[src/setw_pkg.sv]
// Purpose: Shared constants for the two-wire serial memory host controller.
// Assumes: 200 MHz system clock, bus clock made here by division.
// Notes:   Times are kept in their own units; cycle counts derive from them.
package setw_pkg;

  // ------------------------------------------------------------------
  // Clock and bus timing
  // ------------------------------------------------------------------
  localparam int CLK_PERIOD_NS = 5;
  localparam int SCL_PERIOD_NS = 2500;   // 400 kHz bus clock
  // Quarter of a bus clock, rounded up so the bus never runs fast
  localparam int QUARTER_CYC =
    (SCL_PERIOD_NS + 4 * CLK_PERIOD_NS - 1) / (4 * CLK_PERIOD_NS);
  // Longest self-timed program cycle of the memory
  localparam int PROG_TIME_US = 4000;
  localparam int PROG_TIME_CYC = PROG_TIME_US * 1000 / CLK_PERIOD_NS;

  // ------------------------------------------------------------------
  // Protocol fields
  // ------------------------------------------------------------------
  localparam logic [3:0] DEV_TYPE_CODE = 4'ha;  // Fixed upper nibble
  localparam logic [3:0] ACK_BIT       = 4'h8;  // Ninth bit of a word
  localparam logic [3:0] RECOV_CLOCKS  = 4'h9;  // Bus-free clocks
  localparam int         WADDR_W       = 10;

  // Command codes on cmd_op_i
  localparam logic [1:0] OP_WRITE     = 2'h0;
  localparam logic [1:0] OP_READ_CUR  = 2'h1;
  localparam logic [1:0] OP_READ_RAND = 2'h2;
  localparam logic [1:0] OP_RECOVER   = 2'h3;

  // Controller states
  typedef enum logic [2:0] {
    ST_IDLE, ST_START, ST_DEV, ST_WADDR, ST_WDATA, ST_RDATA, ST_STOP,
    ST_RECOV
  } setw_state_t;

endpackage : setw_pkg

[src/setw_sync2.sv]
// Purpose: Two-flop synchroniser for an asynchronous pin.
// Assumes: Input idles high, as an open-drain line does.
// Notes:   Only the second flop is visible outside.
`timescale 1ns/100ps
`default_nettype none
module setw_sync2 (
  input  wire logic mclk_i,
  input  wire logic rst_i,
  input  wire logic d_i,
  output logic      q_o
);

  logic meta_reg;
  logic meta_next;
  logic q_reg;
  logic q_next;

  // ------------------------------------------------------------------
  // Synchroniser chain
  // ------------------------------------------------------------------
  always_comb begin
    meta_next = d_i;
    q_next    = meta_reg;
  end

  // Reset to the idle level of the line
  always_ff @(posedge mclk_i) begin
    if (rst_i) begin
      meta_reg <= 1'b1;
      q_reg    <= 1'b1;
    end else begin
      meta_reg <= meta_next;
      q_reg    <= q_next;
    end
  end

  assign q_o = q_reg;

endmodule : setw_sync2
`default_nettype wire

[src/setw_qtick.sv]
// Purpose: Free-running divider giving a one-cycle quarter-bit enable.
// Assumes: DIV of at least 2.
// Notes:   Runs continuously so bus phases are equal, except the first after idle and a write-data wait.
`timescale 1ns/100ps
`default_nettype none
module setw_qtick #(
  parameter int DIV = 125
) (
  input  wire logic mclk_i,
  input  wire logic rst_i,
  output logic      tick_o
);

  localparam int CW = $clog2(DIV);
  localparam logic [CW-1:0] LAST = CW'(DIV - 1);

  logic [CW-1:0] cnt_reg;
  logic [CW-1:0] cnt_next;
  logic          tick_reg;
  logic          tick_next;

  // ------------------------------------------------------------------
  // Divider
  // ------------------------------------------------------------------
  always_comb begin
    tick_next = (cnt_reg == LAST);
    cnt_next  = tick_next ? '0 : cnt_reg + 1'b1;
  end

  always_ff @(posedge mclk_i) begin
    if (rst_i) begin
      cnt_reg  <= '0;
      tick_reg <= 1'b0;
    end else begin
      cnt_reg  <= cnt_next;
      tick_reg <= tick_next;
    end
  end

  assign tick_o = tick_reg;

endmodule : setw_qtick
`default_nettype wire

[src/setw_host.sv]
// Purpose: Host controller driving a two-wire serial memory by its pins.
// Assumes: Sole bus master; SCL is push-pull, SDA open-drain.
// Notes:   Each bit is four quarter phases: low, low(change), high, high.
`timescale 1ns/100ps
`default_nettype none
module setw_host
  import setw_pkg::*;
#(
  parameter int ADDR_BITS  = 10,
  parameter int PAGE_BYTES = 16,
  parameter int LEN_W      = 8,
  parameter int PROG_CYC   = PROG_TIME_CYC
) (
  input  wire logic             mclk_i,
  input  wire logic             rst_i,
  input  wire logic             cmd_valid_i,
  output logic                  cmd_ready_o,
  input  wire logic [1:0]       cmd_op_i,
  input  wire logic [2:0]       cmd_dsel_i,
  input  wire logic [9:0]       cmd_addr_i,
  input  wire logic [LEN_W-1:0] cmd_len_i,
  input  wire logic [7:0]       wr_data_i,
  input  wire logic             wr_valid_i,
  output logic                  wr_ready_o,
  output logic [7:0]            rd_data_o,
  output logic                  rd_valid_o,
  output logic                  done_o,
  output logic                  err_o,
  output logic                  scl_o,
  input  wire logic             sda_i,
  output logic                  sda_o,
  output logic                  sda_oe_o
);

  localparam int PTW = $clog2(PROG_CYC + 1);
  localparam logic [PTW-1:0] PT_LIMIT = PTW'(PROG_CYC);
  localparam logic [LEN_W-1:0] PAGE_LAST = LEN_W'(PAGE_BYTES - 1);

  // ------------------------------------------------------------------
  // State
  // ------------------------------------------------------------------
  setw_state_t      st_reg,    st_next;
  logic [1:0]       ph_reg,    ph_next;
  logic [3:0]       bit_reg,   bit_next;
  logic [7:0]       shf_reg,   shf_next;
  logic [LEN_W-1:0] cnt_reg,   cnt_next;
  logic             rdsel_reg, rdsel_next;
  logic             poll_reg,  poll_next;
  logic             npoll_reg, npoll_next;
  logic             ack_reg,   ack_next;
  logic             err_reg,   err_next;
  logic             ld_reg,    ld_next;
  logic [1:0]       op_reg,    op_next;
  logic [2:0]       dsel_reg,  dsel_next;
  logic [9:0]       addr_reg,  addr_next;
  logic [PTW-1:0]   ptim_reg,  ptim_next;
  logic             scl_reg,   scl_next;
  logic             oe_reg,    oe_next;
  logic [7:0]       rdd_reg,   rdd_next;
  logic             rdv_reg,   rdv_next;
  logic             done_reg,  done_next;
  logic             tick;
  logic             sda_s;
  logic             sample;
  logic             bit_end;
  logic             is_tx;

  setw_qtick #(.DIV(QUARTER_CYC)) u_tick (
    .mclk_i (mclk_i),
    .rst_i  (rst_i),
    .tick_o (tick)
  );

  // SDA comes back from the bus and crosses in here
  setw_sync2 u_sda (
    .mclk_i (mclk_i),
    .rst_i  (rst_i),
    .d_i    (sda_i),
    .q_o    (sda_s)
  );

  // Device word: type code, strap or page bits, direction
  function automatic logic [7:0] dev_word(input logic [2:0] ds,
                                          input logic [9:0] ad,
                                          input logic       rd);
    logic [2:0] low;
    low = ds;
    if (ADDR_BITS == 9) begin
      low = {ds[2:1], ad[8]};
    end else if (ADDR_BITS == 10) begin
      low = {ds[2], ad[9:8]};
    end
    return {DEV_TYPE_CODE, low, rd};
  endfunction : dev_word

  // ------------------------------------------------------------------
  // Sequencer: next values
  // ------------------------------------------------------------------
  always_comb begin
    st_next    = st_reg;
    ph_next    = ph_reg;
    bit_next   = bit_reg;
    shf_next   = shf_reg;
    cnt_next   = cnt_reg;
    rdsel_next = rdsel_reg;
    poll_next  = poll_reg;
    npoll_next = npoll_reg;
    ack_next   = ack_reg;
    err_next   = err_reg;
    ld_next    = ld_reg;
    op_next    = op_reg;
    dsel_next  = dsel_reg;
    addr_next  = addr_reg;
    rdd_next   = rdd_reg;
    rdv_next   = 1'b0;
    done_next  = 1'b0;
    sample     = tick && (ph_reg == 2'd2);
    bit_end    = tick && (ph_reg == 2'd3);
    // Program-time watchdog runs only while polling
    ptim_next  = (poll_reg && ptim_reg != PT_LIMIT) ? ptim_reg + 1'b1
                                                    : ptim_reg;
    if (tick && !(st_reg == ST_WDATA && bit_reg == 4'h0 &&
                  ph_reg == 2'd0 && !ld_reg)) begin
      ph_next = ph_reg + 2'd1;
    end
    unique case (st_reg)
      ST_IDLE: begin
        ph_next = 2'd0;
        if (cmd_valid_i) begin
          op_next    = cmd_op_i;
          dsel_next  = cmd_dsel_i;
          addr_next  = cmd_addr_i;
          // A write never runs past one page
          cnt_next   = (cmd_op_i == OP_WRITE && cmd_len_i > PAGE_LAST)
                       ? PAGE_LAST : cmd_len_i;
          rdsel_next = (cmd_op_i == OP_READ_CUR);
          poll_next  = 1'b0;
          npoll_next = 1'b0;
          err_next   = 1'b0;
          ptim_next  = '0;
          bit_next   = 4'h0;
          st_next    = (cmd_op_i == OP_RECOVER) ? ST_RECOV : ST_START;
        end
      end
      ST_START: begin
        if (bit_end) begin
          bit_next = 4'h0;
          shf_next = dev_word(dsel_reg, addr_reg, rdsel_reg);
          st_next  = (op_reg == OP_RECOVER) ? ST_STOP : ST_DEV;
        end
      end
      ST_STOP: begin
        if (bit_end) begin
          if (npoll_reg) begin
            st_next    = ST_START;
            poll_next  = 1'b1;
            rdsel_next = 1'b0;
            npoll_next = 1'b0;
          end else begin
            st_next   = ST_IDLE;
            done_next = 1'b1;
          end
        end
      end
      ST_RECOV: begin
        if (sample && sda_s) begin
          st_next = ST_START;
          ph_next = 2'd0;
        end else if (bit_end) begin
          bit_next = bit_reg + 4'h1;
          if (bit_reg == RECOV_CLOCKS - 4'h1) begin
            st_next   = ST_IDLE;                     // Line stuck low
            err_next  = 1'b1;
            done_next = 1'b1;
          end
        end
      end
      ST_RDATA: begin
        if (sample && bit_reg < ACK_BIT) begin
          shf_next = {shf_reg[6:0], sda_s};
          if (bit_reg == 4'h7) begin
            rdd_next = {shf_reg[6:0], sda_s};
            rdv_next = 1'b1;
          end
        end
        if (bit_end) begin
          bit_next = bit_reg + 4'h1;
          if (bit_reg == ACK_BIT) begin
            bit_next = 4'h0;
            if (cnt_reg == '0) begin
              st_next = ST_STOP;
            end else begin
              cnt_next = cnt_reg - 1'b1;
            end
          end
        end
      end
      default: begin
        // Device word, word address and data bytes share the shifter
        if (st_reg == ST_WDATA && bit_reg == 4'h0 && ph_reg == 2'd0 &&
            !ld_reg) begin
          if (wr_valid_i) begin
            shf_next = wr_data_i;
            ld_next  = 1'b1;
          end
        end
        if (sample && bit_reg == ACK_BIT) begin
          ack_next = !sda_s;
        end
        if (bit_end && bit_reg < ACK_BIT) begin
          shf_next = {shf_reg[6:0], 1'b0};
          bit_next = bit_reg + 4'h1;
        end else if (bit_end) begin
          bit_next = 4'h0;
          if (st_reg == ST_DEV) begin
            if (ack_reg && rdsel_reg) begin
              st_next = ST_RDATA;
            end else if (ack_reg && poll_reg) begin
              st_next = ST_STOP;
            end else if (ack_reg) begin
              st_next  = ST_WADDR;
              shf_next = addr_reg[7:0];
            end else if (poll_reg && ptim_reg < PT_LIMIT) begin
              st_next    = ST_STOP;
              npoll_next = 1'b1;
            end else begin
              st_next  = ST_STOP;
              err_next = 1'b1;
            end
          end else if (!ack_reg) begin
            st_next  = ST_STOP;
            err_next = 1'b1;
          end else if (st_reg == ST_WADDR) begin
            ld_next = 1'b0;
            if (op_reg == OP_READ_RAND) begin
              st_next    = ST_START;
              rdsel_next = 1'b1;
            end else begin
              st_next = ST_WDATA;
            end
          end else begin
            ld_next = 1'b0;
            if (cnt_reg == '0) begin
              st_next    = ST_STOP;
              npoll_next = 1'b1;
            end else begin
              cnt_next = cnt_reg - 1'b1;
            end
          end
        end
      end
    endcase
  end

  // ------------------------------------------------------------------
  // Pin levels: derived from the coming state, so they are registered
  // ------------------------------------------------------------------
  always_comb begin
    is_tx = (st_next == ST_DEV) || (st_next == ST_WADDR) ||
            (st_next == ST_WDATA);
    scl_next = ph_next[1];
    oe_next  = 1'b0;
    unique case (st_next)
      ST_IDLE:  scl_next = 1'b1;
      ST_START: begin
        scl_next = (ph_next == 2'd1) || (ph_next == 2'd2);
        oe_next  = ph_next[1];
      end
      ST_STOP: begin
        oe_next = (ph_next == 2'd1) || (ph_next == 2'd2);
      end
      ST_RECOV: oe_next = 1'b0;
      default: begin
        // SDA held while SCL falls, changed one quarter later
        if (ph_next == 2'd0) begin
          oe_next = oe_reg;
        end else if (is_tx) begin
          oe_next = (bit_next < ACK_BIT) && !shf_next[7];
        end else begin
          oe_next = (bit_next == ACK_BIT) && (cnt_next != '0);
        end
      end
    endcase
  end

  // ------------------------------------------------------------------
  // Registers
  // ------------------------------------------------------------------
  always_ff @(posedge mclk_i) begin
    if (rst_i) begin
      st_reg    <= ST_IDLE;
      ph_reg    <= 2'd0;
      bit_reg   <= 4'h0;
      shf_reg   <= 8'h00;
      cnt_reg   <= '0;
      rdsel_reg <= 1'b0;
      poll_reg  <= 1'b0;
      npoll_reg <= 1'b0;
      ack_reg   <= 1'b0;
      err_reg   <= 1'b0;
      ld_reg    <= 1'b0;
      op_reg    <= OP_WRITE;
      dsel_reg  <= 3'h0;
      addr_reg  <= 10'h000;
      ptim_reg  <= '0;
      scl_reg   <= 1'b1;
      oe_reg    <= 1'b0;
      rdd_reg   <= 8'h00;
      rdv_reg   <= 1'b0;
      done_reg  <= 1'b0;
    end else begin
      st_reg    <= st_next;
      ph_reg    <= ph_next;
      bit_reg   <= bit_next;
      shf_reg   <= shf_next;
      cnt_reg   <= cnt_next;
      rdsel_reg <= rdsel_next;
      poll_reg  <= poll_next;
      npoll_reg <= npoll_next;
      ack_reg   <= ack_next;
      err_reg   <= err_next;
      ld_reg    <= ld_next;
      op_reg    <= op_next;
      dsel_reg  <= dsel_next;
      addr_reg  <= addr_next;
      ptim_reg  <= ptim_next;
      scl_reg   <= scl_next;
      oe_reg    <= oe_next;
      rdd_reg   <= rdd_next;
      rdv_reg   <= rdv_next;
      done_reg  <= done_next;
    end
  end

  // Outputs; SDA is only ever pulled low
  assign cmd_ready_o = (st_reg == ST_IDLE);
  assign wr_ready_o  = (st_reg == ST_WDATA) && (bit_reg == 4'h0) &&
                       (ph_reg == 2'd0) && !ld_reg;
  assign rd_data_o   = rdd_reg;
  assign rd_valid_o  = rdv_reg;
  assign done_o      = done_reg;
  assign err_o       = err_reg;
  assign scl_o       = scl_reg;
  assign sda_o       = 1'b0;
  assign sda_oe_o    = oe_reg;
endmodule : setw_host
`default_nettype wire

[config.mk]
export PLATFORM = sky130hd
export DESIGN_NAME = setw_host
export DESIGN_NICKNAME = d
export VERILOG_FILES = /design/src/setw_pkg.sv /design/src/setw_sync2.sv /design/src/setw_qtick.sv /design/src/setw_host.sv
export SDC_FILE = /design/constraint.sdc
export NUM_CORES = 1
export LEC_CHECK = 0
export ABC_AREA = 1
export ABC_CLOCK_PERIOD_IN_PS = 6100
export BUFFER_PORTS_ARGS = -buffer_cell sky130_fd_sc_hd__buf_4
export CORE_MARGIN = 2
export CORE_UTILIZATION = 45
export DETAILED_ROUTE_END_ITERATION = 8
export SETUP_SLACK_MARGIN = 0.05
export SLEW_MARGIN = 20
export SYNTH_ARGS = -nofsm -noshare
export SYNTH_HDL_FRONTEND = slang
export SYNTH_SLANG_ARGS = --single-unit
[constraint.sdc]
create_clock -name mclk_i -period 6.1 [get_ports mclk_i]
set_input_delay 0.61 -clock mclk_i [delete_from_list [all_inputs] [get_ports mclk_i]]
set_output_delay 0.61 -clock mclk_i [all_outputs]
set_load 0.01 [all_outputs]
==> results of run 1 <==
==> cell families after synthesis <==
group	count (synthesis)	synth area share (%)
other	1	0.0694
AND/OR/NAND/NOR	480	38.0
buffers and inverters	127	9.05
XOR/XNOR	13	2.11
adder cells (fa/ha/maj)	13	3.01
AO/OA/AOI/OAI	155	15.9
flip-flops	86	31.8
==> routing by layer <==
metal / vias up / track usage, % / share of wire, %
met5: - / 0 / 0
met1: 2696 / 35.0 / 46
met3: 27 / 3.93 / 5.7
met4: 0 / 9.19 / 2.2
li1: 2950 / - / -
met2: 171 / 42.3 / 46
==> per-stage QoR <==
step / setup slack [ns] / total power [mW] / hold WS [ns]
floorplan: 4.06 / 1.56 / 0.389
global placement: 3.05 / 1.88 / 0.392
detailed placement: 3.08 / 1.88 / 0.396
CTS: 3.08 / 2.44 / 0.420
global route: 2.66 / 2.64 / 0.441
finish: 3.06 / 2.44 / 0.418
==> path summary, 6_finish.rpt <==
check / startpoint / endpoint / slack (ns) / cells after the start
setup reg to reg: st_reg[2]$_SDFF_PP0_ / sda_oe_o$_SDFFE_PP0P_ / 3.06 / 14
hold reg to reg: u_sda.meta_reg$_SDFF_PP1_ / u_sda.q_o$_SDFF_PP1_ / 0.42 / 1
hold / removal: u_sda.meta_reg$_SDFF_PP1_ / u_sda.q_o$_SDFF_PP1_ / 0.42 / 1
setup / recovery: st_reg[2]$_SDFF_PP0_ / sda_oe_o$_SDFFE_PP0P_ / 3.06 / 14
==> worst max-delay path: stages (launching register included) <==
cell      delay (ns)
dfxtp_1         0.61
inv_1           0.25
nand3_1         0.14
buf_4           0.29
clkinv_1        0.45
nand2_1         0.26
o21ai_2         0.10
o21ai_0         0.31
nand2_1         0.14
nand2_1         0.08
nor2_1          0.04
nor2_1          0.08
nand2_1         0.05
nand2_1         0.05
a21oi_1         0.05
==> cell usage in the layout (no fill, tap or decap), types with 2 or more instances in the layout <==
cell type	count
nand2_2	4
a21oi_2	2
nand3b_1	2
nand4_1	14
inv_1	96
a21oi_1	62
nor2_2	4
inv_2	5
o22ai_1	10
nor3b_1	3
nand3_1	64
a31oi_1	8
nor2_4	2
buf_4	49
a211oi_1	10
nor4_1	7
inv_8	3
o21ai_0	52
clkinv_1	2
clkinv_4	3
nand2_1	220
xnor2_1	3
nor3_1	21
or2_2	5
o211ai_1	5
clkbuf_16	9
dfxtp_1	86
nor2_1	130
ha_1	13
xor2_1	10
==> power by group through the flow <==
stage / logic, mW / clock network [mW] / registers [mW]
floorplan: 0.868 / 0 / 0.689
finish: 1.17 / 0.555 / 0.717
global placement: 1.15 / 0 / 0.727
detailed placement: 1.15 / 0 / 0.730
global route: 1.32 / 0.594 / 0.727
CTS: 1.15 / 0.575 / 0.716
==> final cells by class <==
class                      instances  share of cell area [%]
timing repair buffer              49                    5.97
tap                              147                    2.99
multi-input combinational        662                    51.9
inverter                         103                    6.28
clock buffer                       9                    3.66
sequential                        86                    28.0
clock inverter                     7                    1.24
==> results.yml, run 1 <==
clock_tree:
  cts_resized: 0
  cts.path.max_buffers: 2
  clockRootBuffer: "clkbuf_16"
  ctsHoldBuffers: 0
  cts_htree_levels: 3
  cts_tree: "built"
  cts-buffers-inserted: 9
  clkSinkCount: 86
  path_clk_slew_ns: 0.07
  insertion_delay_ns: 0.35
  cts_setup_buffers: 0
final_layout:
  multi_input_area_um2: 3200
  fin_nets: 960
  diodes: 0
  largest_reg_flops: 20
  fin_cells: 1063
  utilization_pct: 51.9
  fin_area_um2: 6160
  regArea_um2: 1720
  drive_gt1_share_pct: 9.83
  fillers: 1235
  area_growth_pct: 13.9
sta:
  fin_worst_skew_ns: 0.00876
  final-setup-viol-count: 0
  worst-slew-pin-transition_ns: 0.783
  period_needed_ns: 3.04
  hold_viol: 0
  max_clock_freq_ghz: 0.329
  slew_violations: 0
  setup_tns_ns: 0
  min_period_over_period_pct: 49.8
  slew_headroom_pct: 47.7
  rsz0062_at_grt: "false"
yosys:
  postSynthRegisterBits: 86
  synth-async-reset-ratio_pct: 0
  yosysWarningCount: 0
  yosysSeqAreaShare_pct: 31.8
  synth_top_area_cell: "dfxtp_1"
  ys.flop_type: "dfxtp_1"
  synth_fp_nets: 924
  synth_commonest_cells: "220 x nand2_1, 130 x nor2_1, 96 x inv_1, 86 x dfxtp_1, 64 x nand3_1"
  synthTopCellsByArea: "dfxtp_1 32%, nand2_1 15%, nor2_1 9.0%, inv_1 6.7%, nand3_1 5.9%"
  yosysMostFrequentCell: "nand2_1"
  synth_top_area_share_pct: 31.8
  synth_edf_count: 0
  syn_area_um2: 5410
  netlist-cell-type-count: 41
  syn_area_per_cell_um2: 6.18
  synthCells: 875
floorplan:
  coreArea_um2: 11900
  dieArea_um2: 12900
  die_w_um: 114
  rows: 40
  ios: 52
  die_h_um: 114
  initial_utilization_pct: 45.6
placed_design:
  hpwlAfterDp_um: 12300
  gp_congestion: 0.954
  place_area_um2: 5860
  dp_cells: 1047
  io_buffers: 48
power:
  p_clk_share_pct: 22.7
  combPwrFrac_pct: 47.9
  p_sw_share_pct: 47.6
  p_sw_mw: 1.16
  internal-power_mw: 1.28
  ir_drop_uv: 166
  power_frac_seq_pct: 29.4
  pwr_density_cell_nw_per_um2: 396
  p_leak_nw: 2.63
global_routing:
  grt-ovfl-total: 0
  grt_pass1_wl_um: 26700
  first_global_vias: 5396
  grt_max_degree: 46
  grtUsageTotal_pct: 25.9
  antenna_found_initial: 0
critical_path:
  crit_arrival_ns: 3.26
  crit_type: "reg2reg"
  worstSetupEndpointType: "flop"
  start_kind: "flop"
  cp.required_ns: 6.32
  cp_max_fo: 21
detailed_routing:
  viasPerCell: 5.50
  drtAntennaViolNets: 0
  wl_per_cell_um: 15.4
  drt-total-wl_um: 16400
  dr.pass1.iters: 5
  vias: 5844
  drt-initial-drc-count: 488
  drc_errors: 0
min_path:
  hold_path_class: "reg2reg"
run_status:
  status: "completed"
flow_run:
  maxCapViolCount: 0
No activity file was read; power rests on OpenSTA's default activity.
==> run 2: changes to the inputs <==
Settings changed: ABC_AREA 1 to 0, ABC_CLOCK_PERIOD_IN_PS 6100 to 2400, PLACE_DENSITY set to 0.66.
Clock period 6.1 ns to 2.4 ns, I/O delays scaled along.
==> results.yml, run 2 <==
critical_path:
  cp_max_fo: 4
  worstSetupEndpointType: "flop"
  cp.required_ns: 2.65
  crit_type: "reg2reg"
  crit_arrival_ns: 2.94
  start_kind: "flop"
  r2r_cells: 10
global_routing:
  grt_max_degree: 43
  grt-ovfl-total: 0
  grt_pass1_wl_um: 26700
  antenna_found_initial: 0
  grtUsageTotal_pct: 26.5
  first_global_vias: 5369
sta:
  min_period_over_period_pct: 112
  worst-slew-pin-transition_ns: 0.525
  fin_worst_skew_ns: 0.00714
  slew_headroom_pct: 64.8
  rsz0062_at_grt: "true"
  final-setup-viol-count: 8
  slew_violations: 0
  period_needed_ns: 2.69
  max_clock_freq_ghz: 0.372
  holdWs_ns: 0.0779
  setup_slack_ns: -0.290
  setup_tns_ns: -0.641
  hold_viol: 0
clock_tree:
  path_clk_slew_ns: 0.06
  cts_tree: "built"
  cts-buffers-inserted: 9
  cts_htree_levels: 3
  clkSinkCount: 86
  insertion_delay_ns: 0.35
  cts.path.max_buffers: 2
  clockRootBuffer: "clkbuf_16"
min_path:
  hold_path_class: "in2reg"
  whs_path_depth: 2
yosys:
  netlist-cell-type-count: 87
  syn_area_um2: 5200
  synth_fp_nets: 710
  synthCells: 661
  synth-async-reset-ratio_pct: 0
  syn_area_per_cell_um2: 7.86
  ys.flop_type: "dfxtp_1"
  synth_edf_count: 0
  yosysWarningCount: 0
  synth_top_area_cell: "dfxtp_1"
  yosysSeqAreaShare_pct: 33.1
  synthTopCellsByArea: "dfxtp_1 33%, nor2_1 6.4%, a21oi_1 4.8%, nand2_1 4.5%, mux2i_1 3.5%"
  synth_top_area_share_pct: 33.1
  synth_commonest_cells: "89 x nor2_1, 86 x dfxtp_1, 63 x nand2_1, 50 x a21oi_1, 26 x inv_1"
  postSynthRegisterBits: 86
  yosysMostFrequentCell: "nor2_1"
detailed_routing:
  top_layer: "met4"
  vias: 5502
  wl_met2_um: 7940
  wl_per_cell_um: 17.5
  drc_errors: 0
  drt-initial-drc-count: 355
  wl_met1_um: 7200
  dr.pass1.iters: 6
  viasPerCell: 5.80
  wl_met3_um: 863
  drtAntennaViolNets: 0
  drt-total-wl_um: 16600
power:
  pwr_density_cell_nw_per_um2: 641
  ir_drop_uv: 500
  p_leak_nw: 2.83
floorplan:
  rows: 39
  ios: 52
  die_h_um: 111
  dieArea_um2: 12400
  die_w_um: 111
  coreArea_um2: 11300
  initial_utilization_pct: 45.9
final_layout:
  final_cell_mix: "165 x buf_4, 87 x nor2_1, 83 x dfxtp_1, 63 x nand2_1, 48 x a21oi_1"
  drive_gt1_share_pct: 30.0
  fin_nets: 852
  area_growth_pct: 34.2
  largest_reg_flops: 20
  final_common_cell: "buf_4"
  diodes: 0
placed_design:
  io_buffers: 48
  gp_congestion: 1.04
  hpwlAfterDp_um: 12300
flow_run:
  maxCapViolCount: 0
run_status:
  status: "complete, but fails checks"
  violations: "negative setup slack"
[run 2: cell count changes after synthesis, sizes merged, moves of 8 or more]
| cell | previous run | this run |
|---|---|---|
| clkbuf | 15 | 31 |
| nor2 | 136 | 90 |
| mux2i | 0 | 18 |
| inv | 101 | 27 |
| nor2b | 0 | 13 |
| o21ai | 53 | 23 |
| a21oi | 64 | 51 |
| nand3 | 65 | 25 |
| and3 | 1 | 9 |
| nand2 | 224 | 63 |
[run 2: metal layers]
metal  GRT usage, %  vias to the layer above
met5              0                        -
met4           12.8                        0
met3           4.03                       36
met2           44.9                      189
met1           33.1                     2618
li1               -                     2659
[run 2: stage by stage]
stage / power [mW] / instance area, um2 / cells / setup WS [ns] / util, %
6_report: 4.47 / 6970 / 949 / -0.290 / 61.6
3_3_place_gp: 2.93 / 6450 / 926 / -0.245 / 57.0
4_1_cts: 4.42 / 6840 / 941 / -0.239 / 60.4
5_1_grt: 4.66 / 6970 / 949 / -0.376 / 61.6
2_1_floorplan: 2.34 / 5260 / 661 / -0.250 / -
3_5_place_dp: 2.95 / 6450 / 926 / -0.294 / 57.0
[run 2: logic make-up after synthesis]
family / after synthesis / synth area share, %
adders and majority gates: 13 / 3.13
buffers and inverters: 68 / 6.67
other: 1 / 0.0722
AOI/OAI and AO/OA: 163 / 21.5
DFF: 86 / 33.1
and+or+nand+nor: 285 / 27.4
muxes: 20 / 3.90
xor gates and xnor gates: 25 / 4.21
[run 2: report_power, final]
group	internal [mW]	switching (mW)
Sequential	1.50	0.0525
Combinational	0.715	0.771
Clock	0.853	0.578
Total	3.07	1.40
[run 2: final timing paths]
path	startpoint	to	slack (ns)
worst max-delay path	cnt_reg[0]$_SDFF_PP0_	sda_oe_o$_SDFFE_PP0P_	-0.29
worst min-delay path	sda_i	u_sda.meta_reg$_SDFF_PP1_	0.08
worst max register to register	cnt_reg[0]$_SDFF_PP0_	sda_oe_o$_SDFFE_PP0P_	-0.29
worst min register to register	u_sda.meta_reg$_SDFF_PP1_	u_sda.q_o$_SDFF_PP1_	0.41
[run 2: cell type report]
type / count / area [um2]
clock inverters: 3 / 43.8
clock buffers: 11 / 253
multi-input cells: 507 / 3320
flip-flops and latches: 86 / 1730
fillers: 1034 / 4350
repair buffers: 172 / 1340
inverters: 27 / 106
well taps: 143 / 179
[run 2: critical path, cell delays in order (launching register included)]
cell,delay (ns)
dfxtp_2,0.33
inv_4,0.08
ha_4,0.13
or4b_4,0.46
or2_4,0.29
a31o_4,0.23
a211o_1,0.29
a221o_1,0.36
nor2_2,0.11
a311o_1,0.23
a21oi_2,0.06
[run 2: timing repair]
item,4_1_cts,5_1_grt
endpoints found under the setup margin,6,13
resized for setup,15,19
hold buffers,0,0
buffers inserted,1,8
pin swaps,8,18
==> run 3: changes to the inputs <==
Settings changed: BUFFER_PORTS_ARGS -buffer_cell sky130_fd_sc_hd__buf_4 to -buffer_cell sky130_fd_sc_hd__buf_2, SYNTH_HIERARCHICAL set to 1.
==> results.yml, run 3 <==
global_routing:
  grtUsageTotal_pct: 28.1
  antenna_found_initial: 0
  grt-ovfl-total: 0
  first_global_vias: 5051
  grt_max_degree: 37
  grt_pass1_wl_um: 25600
power:
  combPwrFrac_pct: 55.5
  p_leak_nw: 2.78
  pwr_density_cell_nw_per_um2: 960
  p_sw_mw: 2.59
  p_clk_share_pct: 17.7
  power_frac_seq_pct: 26.8
  fin_total_pwr_mw: 6.41
  ir_drop_uv: 504
  internal-power_mw: 3.82
  p_sw_share_pct: 40.4
yosys:
  postSynthRegisterBits: 86
  synthTopCellsByArea: "dfxtp_1 34%, nand2_1 6.9%, nor2_1 6.6%, a21oi_1 5.4%, ha_1 3.2%"
  yosysSeqAreaShare_pct: 34.4
  synth_top_area_cell: "dfxtp_1"
  yosysWarningCount: 6
  synth_edf_count: 0
  synth_top_area_share_pct: 34.4
  synthCells: 652
  yosysMostFrequentCell: "nand2_1"
  syn_area_um2: 5010
  syn_area_per_cell_um2: 7.69
  synth-async-reset-ratio_pct: 0
  synth_commonest_cells: "92 x nand2_1, 88 x nor2_1, 86 x dfxtp_1, 54 x a21oi_1, 26 x o21ai_0"
  netlist-cell-type-count: 78
  synth_fp_nets: 701
  ys.flop_type: "dfxtp_1"
critical_path:
  start_kind: "flop"
  cp.required_ns: 2.73
  cp_max_fo: 2
  r2r-end: "sda_oe_o$_SDFFE_PP0P_"
  crit_chain: "inv_1 -> buf_4 -> ha_2 -> nand4b_4 -> o21ai_4 -> xnor2_1 -> or3_4 -> ha_4 -> a311oi_2 -> and4b_1 -> o211ai_1 -> a31oi_1"
  cp_slowest_stage_delay_ns: 0.39
  crit_slowest_cell: "or3_4"
  crit_type: "reg2reg"
  r2r_cells: 12
  crit_cells: 12
  crit_buf_inv: 2
  reg2reg_slack_ns: -0.15
  crit_end: "sda_oe_o$_SDFFE_PP0P_"
  crit_arrival_ns: 2.88
  worstSetupEndpointType: "flop"
  crit_family: "simple AND/OR/NAND/NOR gates"
  crit_path_start: "ph_reg[0]$_SDFF_PP0_"
  r2r-start: "ph_reg[0]$_SDFF_PP0_"
final_layout:
  fillers: 1008
  final_common_cell: "buf_4"
  regArea_um2: 1730
  final_cell_mix: "117 x buf_4, 92 x nand2_1, 83 x nor2_1, 80 x dfxtp_1, 53 x a21oi_1"
  drive_gt1_share_pct: 30.4
  fin_nets: 850
  diodes: 0
  area_growth_pct: 33.3
  largest_reg_flops: 20
  utilization_pct: 61.6
  multi_input_area_um2: 3280
run_status:
  violations: "negative setup slack"
  status: "complete, but fails checks"
sta:
  fin_worst_skew_ns: 0.0120
  setup_slack_ns: -0.153
  period_needed_ns: 2.55
  setup_tns_ns: -0.206
  hold_viol: 0
  min_period_over_period_pct: 106
  slew_headroom_pct: 61.2
  slew_violations: 0
  final-setup-viol-count: 2
  worst-slew-pin-transition_ns: 0.577
  rsz0062_at_grt: "true"
  max_clock_freq_ghz: 0.392
floorplan:
  die_w_um: 110
  rows: 38
  ios: 52
  initial_utilization_pct: 46.2
  die_h_um: 110
  dieArea_um2: 12000
  coreArea_um2: 10800
min_path:
  hold_path_class: "in2reg"
clock_tree:
  insertion_delay_ns: 0.40
  cts.path.max_buffers: 2
  clockRootBuffer: "clkbuf_8"
  cts-buffers-inserted: 9
  clkSinkCount: 86
  cts_tree: "built"
  cts_htree_levels: 3
  path_clk_slew_ns: 0.09
  ctsHoldBuffers: 0
detailed_routing:
  drt-initial-drc-count: 395
  drtAntennaViolNets: 0
  dr.pass1.iters: 6
  viasPerCell: 5.65
  drc_errors: 0
  vias: 5349
  wl_per_cell_um: 17.2
  drt-total-wl_um: 16300
placed_design:
  io_buffers: 48
  gp_congestion: 0.973
  preCtsSetupSlack_ns: -0.478
  hpwlAfterDp_um: 12300
flow_run:
  maxCapViolCount: 0
## run 3: layer usage
| metal | up-vias | global-route usage (%) | wire length (um) |
|---|---|---|---|
| met1 | 2514 | 35.9 | 7130 |
| li1 | 2613 | - | - |
| met4 | 0 | 11.9 | 437 |
| met3 | 28 | 5.75 | 1090 |
| met2 | 194 | 45.9 | 7660 |
| met5 | - | 0 | 0 |
## run 3: worst min-delay path by stage
stage,start,cells after the start,slack [ns],to
6_report,sda_i,2,0.03,u_sda/meta_reg$_SDFF_PP1_
5_1_grt,sda_i,2,0.02,u_sda/meta_reg$_SDFF_PP1_
4_1_cts,sda_i,2,0.01,u_sda/meta_reg$_SDFF_PP1_
3_5_place_dp,u_sda/meta_reg$_SDFF_PP1_,1,0.40,u_sda/q_o$_SDFF_PP1_
3_3_place_gp,u_sda/meta_reg$_SDFF_PP1_,1,0.39,u_sda/q_o$_SDFF_PP1_
2_1_floorplan,rst_i,1,0.31,u_tick/cnt_reg[6]$_SDFF_PP0_
## run 3: power groups by stage
stage,sequential [mW],combinational [mW],clock [mW]
after floorplan,1.72,1.74,0
after global placement,1.74,3.13,0
after detailed placement,1.75,3.14,0
after CTS,1.72,3.30,1.16
after global routing,1.74,3.83,1.22
final,1.72,3.56,1.13
## run 3: area by class of cell
type / count / share of cell area (%)
clock inverters: 5 / 0.955
multi-input cells: 512 / 49.1
clock buffers: 11 / 2.27
well taps: 140 / 2.62
flip-flops and latches: 86 / 25.9
repair buffers: 170 / 17.8
inverters: 22 / 1.24
## run 3: logic make-up (layout without fill, tap and decap cells)
| logic type | count (synthesis) | count (layout) | share of synthesized area (%) |
|---|---|---|---|
| other cells | 1 | 1 | 0.0748 |
| xor+xnor | 25 | 25 | 4.37 |
| compound gates | 154 | 154 | 19.9 |
| buf+inv | 54 | 208 | 4.64 |
| fa+ha+maj | 13 | 13 | 3.25 |
| flops | 86 | 86 | 34.4 |
| mux | 14 | 14 | 2.80 |
| simple gates | 305 | 305 | 30.6 |
## run 3: worst reg2reg max path, cell delays in order, from the launching register on
cell	delay, ns
dfxtp_1	0.33
inv_1	0.10
buf_4	0.13
ha_2	0.19
nand4b_4	0.13
o21ai_4	0.20
xnor2_1	0.08
or3_4	0.39
ha_4	0.19
a311oi_2	0.17
and4b_1	0.26
o211ai_1	0.14
a31oi_1	0.19
## run 3: repair_timing
item / CTS / global route
gates cloned: 0 / 0
gates resized for setup: 17 / 38
hold endpoints to repair: 0 / 0
setup endpoints to repair: 9 / 14
buffers inserted: 3 / 6
pin swaps: 7 / 23
## run 3: metrics by stage
| step | cells | hold slack (ns) | instance area, um2 |
|---|---|---|---|
| 2_1_floorplan | 652 | 0.309 | 5040 |
| 3_3_place_gp | 922 | 0.392 | 6180 |
| 3_5_place_dp | 922 | 0.400 | 6180 |
| 4_1_cts | 941 | 0.0132 | 6500 |
| 5_1_grt | 946 | 0.0232 | 6680 |
| 6_report | 946 | 0.0325 | 6680 |
